File: src/pkg/qlm_pkg.sv
/*
 * Constants for the line mode control around the quad UART channels.
 * Assumes a 32-bit AXI4-Lite master and UART pins from an external part.
 */
package qlm_pkg;
    localparam int          ADDR_W       = 8;
    localparam logic [7:0]  CTRL_OFF     = 8'h00;
    localparam logic [7:0]  STAT_OFF     = 8'h04;
    localparam logic [7:0]  IRQ_STAT_OFF = 8'h08;
    localparam logic [7:0]  IRQ_MASK_OFF = 8'h0C;
    // control register fields
    localparam int          B_232        = 0;
    localparam int          B_422        = 1;
    localparam int          B_T3         = 2;
    localparam int          B_485        = 3;
    localparam int          B_T4         = 4;
    localparam int          B_S3         = 5;
    localparam int          B_S4         = 6;
    localparam int          CTRL_W       = 7;
    localparam logic [6:0]  CTRL_RST     = 7'h7F;
    // interrupt events: driver on / off, per differential channel
    localparam int          NEV          = 4;
    localparam logic [3:0]  EV_RST       = 4'h0;
    localparam int          SLOW_KBPS    = 250;
    localparam int          NUM_UART     = 4;
    // sync vector: irq[3:0], line rxd[1:0], txd[1:0], rts_n[1:0]
    localparam logic [9:0]  SYNC_RST     = 10'h03F;
    localparam logic [1:0]  RESP_OK      = 2'h0;
    localparam logic [1:0]  RESP_ERR     = 2'h2;
    localparam logic [31:0] ZERO32       = 32'h0000_0000;

    typedef enum logic [2:0]
    {
        QLM_M232 = 3'b001,
        QLM_M485 = 3'b010,
        QLM_M422 = 3'b100
    } qlm_mode_t;
endpackage

File: src/design/qlm_line_ctrl.sv
/*
 * Line mode, termination, slew and RS485 direction/echo control for
 * channels three and four, plus interrupt forwarding for all channels.
 * Assumes UART pins and line receivers are asynchronous to sys_clk.
 */
`timescale 1ns/100ps
module qlm_line_ctrl
    import qlm_pkg::*;
#(
    parameter int N_UART = NUM_UART
)
(
    input  wire logic                sys_clk,
    input  wire logic                nrst,
    input  wire logic [ADDR_W-1:0]   s_axi_awaddr,
    input  wire logic                s_axi_awvalid,
    output logic                     s_axi_awready,
    input  wire logic [31:0]         s_axi_wdata,
    input  wire logic [3:0]          s_axi_wstrb,
    input  wire logic                s_axi_wvalid,
    output logic                     s_axi_wready,
    output logic [1:0]               s_axi_bresp,
    output logic                     s_axi_bvalid,
    input  wire logic                s_axi_bready,
    input  wire logic [ADDR_W-1:0]   s_axi_araddr,
    input  wire logic                s_axi_arvalid,
    output logic                     s_axi_arready,
    output logic [31:0]              s_axi_rdata,
    output logic [1:0]               s_axi_rresp,
    output logic                     s_axi_rvalid,
    input  wire logic                s_axi_rready,
    input  wire logic [1:0]          uart_rts_n,
    input  wire logic [1:0]          uart_txd,
    input  wire logic [1:0]          line_rxd,
    input  wire logic [N_UART-1:0]   uart_irq_in,
    output logic [1:0]               uart_rxd,
    output logic [1:0]               line_drv_en,
    output logic [N_UART-1:0]        uart_irq_out,
    output logic                     ch3_rs232_enable,
    output logic                     ch3_rs422_enable,
    output logic                     ch3_termination_n,
    output logic                     ch4_termination_n,
    output logic                     ch3_slow_slew_n,
    output logic                     ch4_slow_slew_n,
    output logic                     ch4_rs485_enable,
    output logic                     irq
);
    if (N_UART != NUM_UART)
    begin : g_chk
        $error("qlm_line_ctrl serves exactly four channels");
    end

    function automatic qlm_mode_t ch3_mode(input logic en232,
                                           input logic en422);
        if (en232)
            return QLM_M232;
        else if (en422)
            return QLM_M422;
        else
            return QLM_M485;
    endfunction

    function automatic logic [3:0] reg_sel(input logic [ADDR_W-1:0] a);
        return {a == IRQ_MASK_OFF, a == IRQ_STAT_OFF,
                a == STAT_OFF, a == CTRL_OFF};
    endfunction

    logic [9:0]         sync1_r;
    logic [9:0]         sync2_r;
    logic [CTRL_W-1:0]  ctrl_r;
    logic [NEV-1:0]     stat_r;
    logic [NEV-1:0]     mask_r;
    logic [1:0]         drv_en_r;
    logic [1:0]         rxd_r;
    logic [3:0]         irqs_r;
    logic               irq_r;
    logic               aw_full_r;
    logic               w_full_r;
    logic [ADDR_W-1:0]  waddr_r;
    logic [31:0]        wdata_r;
    logic               wstrb0_r;
    logic               awready_r;
    logic               wready_r;
    logic               bvalid_r;
    logic [1:0]         bresp_r;
    logic               arready_r;
    logic               rvalid_r;
    logic [1:0]         rresp_r;
    logic [31:0]        rdata_r;

    // pin inputs pass two flops; only sync2_r is read
    always_ff @(posedge sys_clk or negedge nrst)
    begin
        if (!nrst)
        begin
            sync1_r <= SYNC_RST;
            sync2_r <= SYNC_RST;
        end
        else
        begin
            sync1_r <= {uart_irq_in, line_rxd, uart_txd, uart_rts_n};
            sync2_r <= sync1_r;
        end
    end

    wire logic [1:0] rts_s  = sync2_r[1:0];
    wire logic [1:0] txd_s  = sync2_r[3:2];
    wire logic [1:0] lrx_s  = sync2_r[5:4];
    wire logic [3:0] uirq_s = sync2_r[9:6];

    wire qlm_mode_t  mode3  = ch3_mode(ctrl_r[B_232], ctrl_r[B_422]);
    wire logic       is485_4 = ctrl_r[B_485];
    wire logic [1:0] is485  = {is485_4, mode3 == QLM_M485};
    wire logic [1:0] diff   = {1'b1, mode3 != QLM_M232};

    // driver follows rts_n only in RS485 mode
    wire logic [1:0] drv_nxt = diff & (~is485 | ~rts_s);
    // echo own transmit data while driving in RS485 mode
    wire logic [1:0] rxd_nxt = (is485 & ~rts_s & txd_s)
                             | (~(is485 & ~rts_s) & lrx_s);
    wire logic [3:0] ev = {drv_en_r[1] & ~drv_nxt[1],
                           ~drv_en_r[1] & drv_nxt[1],
                           drv_en_r[0] & ~drv_nxt[0],
                           ~drv_en_r[0] & drv_nxt[0]};

    // bus handshakes
    wire logic aw_take = s_axi_awvalid & awready_r;
    wire logic w_take  = s_axi_wvalid & wready_r;
    wire logic ar_take = s_axi_arvalid & arready_r;
    wire logic wr_do   = aw_full_r & w_full_r & ~bvalid_r;
    wire logic aw_full_nxt = (aw_full_r | aw_take) & ~wr_do;
    wire logic w_full_nxt  = (w_full_r | w_take) & ~wr_do;
    wire logic rvalid_nxt  = ar_take | (rvalid_r & ~s_axi_rready);
    wire logic [3:0] wsel  = reg_sel(waddr_r);
    wire logic [3:0] rsel  = reg_sel(s_axi_araddr);
    wire logic       wr_b0 = wr_do & wstrb0_r;
    wire logic [NEV-1:0] w1c = (wr_b0 & wsel[2])
                             ? wdata_r[NEV-1:0] : EV_RST;
    // set wins over a same-cycle clear
    wire logic [NEV-1:0] stat_nxt = (stat_r & ~w1c) | ev;
    wire logic       irq_any = |(stat_r & mask_r);
    wire logic [31:0] stat_word =
        {20'h0_0000, uirq_s, rts_s, drv_en_r, is485_4, mode3};
    wire logic [31:0] rd_word =
        ({32{rsel[0]}} & {25'h000_0000, ctrl_r})
      | ({32{rsel[1]}} & stat_word)
      | ({32{rsel[2]}} & {28'h000_0000, stat_r})
      | ({32{rsel[3]}} & {28'h000_0000, mask_r});

    always_ff @(posedge sys_clk or negedge nrst)
    begin
        if (!nrst)
        begin
            aw_full_r <= 1'b0;
            w_full_r  <= 1'b0;
            awready_r <= 1'b0;
            wready_r  <= 1'b0;
            bvalid_r  <= 1'b0;
            bresp_r   <= RESP_OK;
            arready_r <= 1'b0;
            rvalid_r  <= 1'b0;
            rresp_r   <= RESP_OK;
            rdata_r   <= ZERO32;
        end
        else
        begin
            aw_full_r <= aw_full_nxt;
            w_full_r  <= w_full_nxt;
            awready_r <= ~aw_full_nxt;
            wready_r  <= ~w_full_nxt;
            bvalid_r  <= wr_do | (bvalid_r & ~s_axi_bready);
            if (wr_do)
                bresp_r <= (|wsel) ? RESP_OK : RESP_ERR;
            arready_r <= ~rvalid_nxt;
            rvalid_r  <= rvalid_nxt;
            if (ar_take)
            begin
                rdata_r <= rd_word;
                rresp_r <= (|rsel) ? RESP_OK : RESP_ERR;
            end
        end
    end

    always_ff @(posedge sys_clk or negedge nrst)
    begin
        if (!nrst)
        begin
            waddr_r  <= CTRL_OFF;
            wdata_r  <= ZERO32;
            wstrb0_r <= 1'b0;
        end
        else
        begin
            if (aw_take)
                waddr_r <= s_axi_awaddr;
            if (w_take)
            begin
                wdata_r  <= s_axi_wdata;
                wstrb0_r <= s_axi_wstrb[0];
            end
        end
    end

    // mode lines, terminations, slew and ch4 mode reset high
    always_ff @(posedge sys_clk or negedge nrst)
    begin
        if (!nrst)
        begin
            ctrl_r <= CTRL_RST;
            mask_r <= EV_RST;
            stat_r <= EV_RST;
        end
        else
        begin
            if (wr_b0 & wsel[0])
                ctrl_r <= wdata_r[CTRL_W-1:0];
            if (wr_b0 & wsel[3])
                mask_r <= wdata_r[NEV-1:0];
            stat_r <= stat_nxt;
        end
    end

    always_ff @(posedge sys_clk or negedge nrst)
    begin
        if (!nrst)
        begin
            drv_en_r <= 2'h0;
            rxd_r    <= 2'h3;
            irqs_r   <= 4'h0;
            irq_r    <= 1'b0;
        end
        else
        begin
            drv_en_r <= drv_nxt;
            rxd_r    <= rxd_nxt;
            // each channel keeps its own interrupt line
            irqs_r   <= uirq_s;
            irq_r    <= irq_any;
        end
    end

    assign s_axi_awready     = awready_r;
    assign s_axi_wready      = wready_r;
    assign s_axi_bvalid      = bvalid_r;
    assign s_axi_bresp       = bresp_r;
    assign s_axi_arready     = arready_r;
    assign s_axi_rvalid      = rvalid_r;
    assign s_axi_rresp       = rresp_r;
    assign s_axi_rdata       = rdata_r;
    assign uart_rxd          = rxd_r;
    assign line_drv_en       = drv_en_r;
    assign uart_irq_out      = irqs_r;
    assign irq               = irq_r;
    assign ch3_rs232_enable  = ctrl_r[B_232];
    assign ch3_rs422_enable  = ctrl_r[B_422];
    assign ch3_termination_n = ctrl_r[B_T3];
    assign ch4_termination_n = ctrl_r[B_T4];
    // slew lines, low limits to about SLOW_KBPS
    assign ch3_slow_slew_n   = ctrl_r[B_S3];
    assign ch4_slow_slew_n   = ctrl_r[B_S4];
    assign ch4_rs485_enable  = ctrl_r[B_485];

    // checks
    logic seen_r;
    always_ff @(posedge sys_clk or negedge nrst)
    begin
        if (!nrst)
            seen_r <= 1'b0;
        else
            seen_r <= 1'b1;
    end
endmodule // qlm_line_ctrl

File: config.mk
export PLATFORM = sky130hd
export DESIGN_NAME = qlm_line_ctrl
export DESIGN_NICKNAME = d
export VERILOG_FILES = /design/src/pkg/qlm_pkg.sv /design/src/design/qlm_line_ctrl.sv
export SDC_FILE = /design/constraint.sdc
export NUM_CORES = 1
export LEC_CHECK = 0
export ABC_AREA = 1
export BUFFER_PORTS_ARGS = -buffer_cell sky130_fd_sc_hd__buf_4
export CELL_PAD_IN_SITES_DETAIL_PLACEMENT = 1
export CELL_PAD_IN_SITES_GLOBAL_PLACEMENT = 1
export CORE_ASPECT_RATIO = 2
export CORE_MARGIN = 2
export CORE_UTILIZATION = 23
export DETAILED_ROUTE_END_ITERATION = 8
export GPL_ROUTABILITY_DRIVEN = 0
export PLACE_DENSITY_LB_ADDON = 0.1
export SYNTH_ARGS = -nofsm -noshare
export SYNTH_HDL_FRONTEND = slang
export SYNTH_SLANG_ARGS = --single-unit
File: constraint.sdc
create_clock -name sys_clk -period 1.2 [get_ports sys_clk]
set_input_delay 0.18 -clock sys_clk [delete_from_list [all_inputs] [get_ports sys_clk]]
set_output_delay 0.18 -clock sys_clk [all_outputs]
set_load 0.1 [all_outputs]
==> flow_summary.toml <==
[cts]
cts_tree = "yes"
cts.path.max_buffers = 2
clkSinkCount = 81
clockRootBuffer = "clkbuf_16"
h-tree-depth = 3
clk_latency_ns = 0.33
clk_pin_slew_ns = 0.06
cts_buffers = 9

[timing]
rsz0062_at_grt = "true"
final_max_slew_viol_count = 0
setup_slack_ns = -0.160
skew_ns = 0.00619
setup_viol = 26
fmax_mhz = 735
min_period_ns = 1.36
fin_tns_setup_ns = -1.76
whs_ns = 0.0375
hold_viol_final = 0
post-route-period-util = 1.13

[placement]
place_hpwl_um = 6840
place_area_um2 = 4260
portBuffers = 75
post-place-ws_ns = -0.150

[outcome]
outcome = "finished with violations"
violations = "setup timing"

[yosys]
ys_ff_latch = 81
avgSynthCellArea_um2 = 9.83
ys.warnings.count = 0
synth_area_leaders = "dfrtp_1 (46%), dfstp_2 (17%), nand2_1 (12%), nand3_1 (5.3%), buf_4 (5.3%)"
netlist_instances = 334
synth_cell_types = 28
yosysTopAreaCellShare = 0.457
yosysTopAreaCell = "dfrtp_1"
netlist_area_um2 = 3280
synth-seq-area-share = 0.626

[worst_setup_path]
critPathLaunchType = "flip-flop"
path_max_fanout = 4
worstPathArrival_ns = 1.18
critPathSlowestCell = "dfstp_4"
cp.required_ns = 1.02
slowest_delay_ns = 0.67
cp_top_family = "flip-flops"
cp_cell_sequence = "buf_12"
cp-end-kind = "primary output"
cp_num_buf_inv = 1
crit_type = "reg -> out"

[finish]
final_common_cell = "nand2_1"
seq_area_um2 = 2080
area_growth_pct = 55.2
final_cell_mix = "nand2_1 (103), buf_4 (89), dfrtp_1 (52)"
num_antenna_cells = 0
final_area_um2 = 5090
final_layout_size_suffix_gt1_frac = 0.422
nets = 536
num-fill-cells = 1620
multi_input_area_um2 = 1160
utilization = 0.367

[routing]
route.detailed.wl_per_inst_um = 13.5
drc = 0
ant_nets = 0
wirelength_um = 8930
dr_total_vias = 2647
first_pass_iters = 4
vias_per_cell = 4.00
drt_iter0_markers = 88

[global_route]
grt_pass1_wl_um = 14500
antenna_found_initial = 0
grt-ovfl-total = 0
grt_pass1_vias = 2878
grt_use_total = 0.124
grt_max_degree = 39

[job]
maxCapViolCount = 0

[die]
die_h_um = 173
rows = 61
core_um2 = 13900
die_area_um2 = 15300
die_w_um = 88.5
top_level_ports = 126
initial_utilization = 0.236

[worst_hold_path]
min_path_type = "in -> reg"

[pwr]
p_per_area_nw_per_um2 = 2440
ir_drop_v = 0.00138
p_leak_nw = 2.45
cell usage after synthesis:
master	n
nand4_4	1
a21oi_1	3
mux2_2	1
inv_1	18
o21ai_0	13
buf_4	23
nand3_4	1
buf_6	1
o31ai_1	1
conb_1	1
nor3_1	1
buf_2	2
clkinv_1	1
o21ai_2	1
nand2_1	107
nand3_1	35
a31oi_1	4
nand4_1	1
inv_2	2
nand4_2	1
nor2_1	27
dfrtp_1	60
nor2_2	3
nor3_4	1
dfstp_2	21
nor2_8	1
nand2_2	2
nor2_4	1
routing by layer:
metal / vias to the layer above / global-route usage / routed length, µm / share of wire
li1: 1289 / - / - / -
met1: 1280 / 0.136 / 3260 / 0.36
met2: 69 / 0.227 / 5180 / 0.58
met3: 9 / 0.0191 / 319 / 0.036
met4: 0 / 0.0524 / 173 / 0.019
met5: - / 0 / 0 / 0
flip-flops by register name, indices dropped and copies added (netlist names):
name / cells
s_axi_arready: 1
s_axi_bresp: 1
waddr_r: 8
wdata_r: 7
irq: 1
line_drv_en: 2
s_axi_rvalid: 1
ctrl_r: 7
wstrb0_r: 1
w_full_r: 1
stat_r: 4
s_axi_rdata: 12
s_axi_rresp: 1
uart_irq_out: 4
sync1_r: 10
sync2_r: 10
s_axi_wready: 1
uart_rxd: 2
mask_r: 4
aw_full_r: 1
s_axi_awready: 1
s_axi_bvalid: 1
stage by stage:
stage | power [mW] | std cells
after floorplan | 7.34 | 355
after global placement | 8.61 | 620
after detailed placement | 8.71 | 620
after CTS | 12.4 | 657
after global routing | 13.1 | 661
final | 12.4 | 661
power breakdown:
group,total [mW],leakage [nW],switching [mW],internal (mW)
clock,2.85,0.154,1.19,1.66
combinational,5.43,1.36,3.58,1.85
sequential,4.16,0.941,0.649,3.51
total,12.4,2.45,5.42,7.02
cell type report:
| type | instances | area share |
|---|---|---|
| clock buffers | 9 | 0.0442 |
| clock inverters | 7 | 0.0165 |
| inverters | 21 | 0.0172 |
| multi-input cells | 227 | 0.228 |
| flip-flops and latches | 81 | 0.409 |
| well taps | 189 | 0.0464 |
| repair buffers | 127 | 0.238 |
cell families (layout without fill, tap and decap cells):
| logic type | Yosys count | after routing | share of synthesized area |
|---|---|---|---|
| compound gates | 22 | 22 | 0.0370 |
| mux | 1 | 1 | 0.00343 |
| other cells | 1 | 22 | 0.00114 |
| simple gates | 182 | 182 | 0.250 |
| buf+inv | 47 | 164 | 0.0831 |
| flops | 81 | 81 | 0.626 |
path summary, 6_finish.rpt:
kind                                         from                      to  slack (ns)  cells past startpoint
setup / recovery            ctrl_r[1]$_DFFE_PN1P_        ch3_rs422_enable       -0.16                      1
hold / removal                       s_axi_bready  s_axi_bvalid$_DFF_PN0_        0.04                      2
setup reg to reg           waddr_r[7]$_DFFE_PN0P_   ctrl_r[2]$_DFFE_PN1P_       -0.10                      6
hold reg to reg              sync1_r[3]$_DFF_PN1_    sync2_r[3]$_DFF_PN1_        0.35                      0
max in group asynchronous                    nrst   uart_rxd[0]$_DFF_PN1_        0.44                      3
min in group asynchronous                    nrst           irq$_DFF_PN0_        0.24                      2
repair_timing:
action	CTS	global route
hold endpoints to repair	70	0
setup buffers	11	4
hold buffers	11	0
cloned	0	0
gates resized for setup	54	26
endpoints found under the setup margin	33	38
pin swaps	3	9
(Power assumes the default switching activity.)
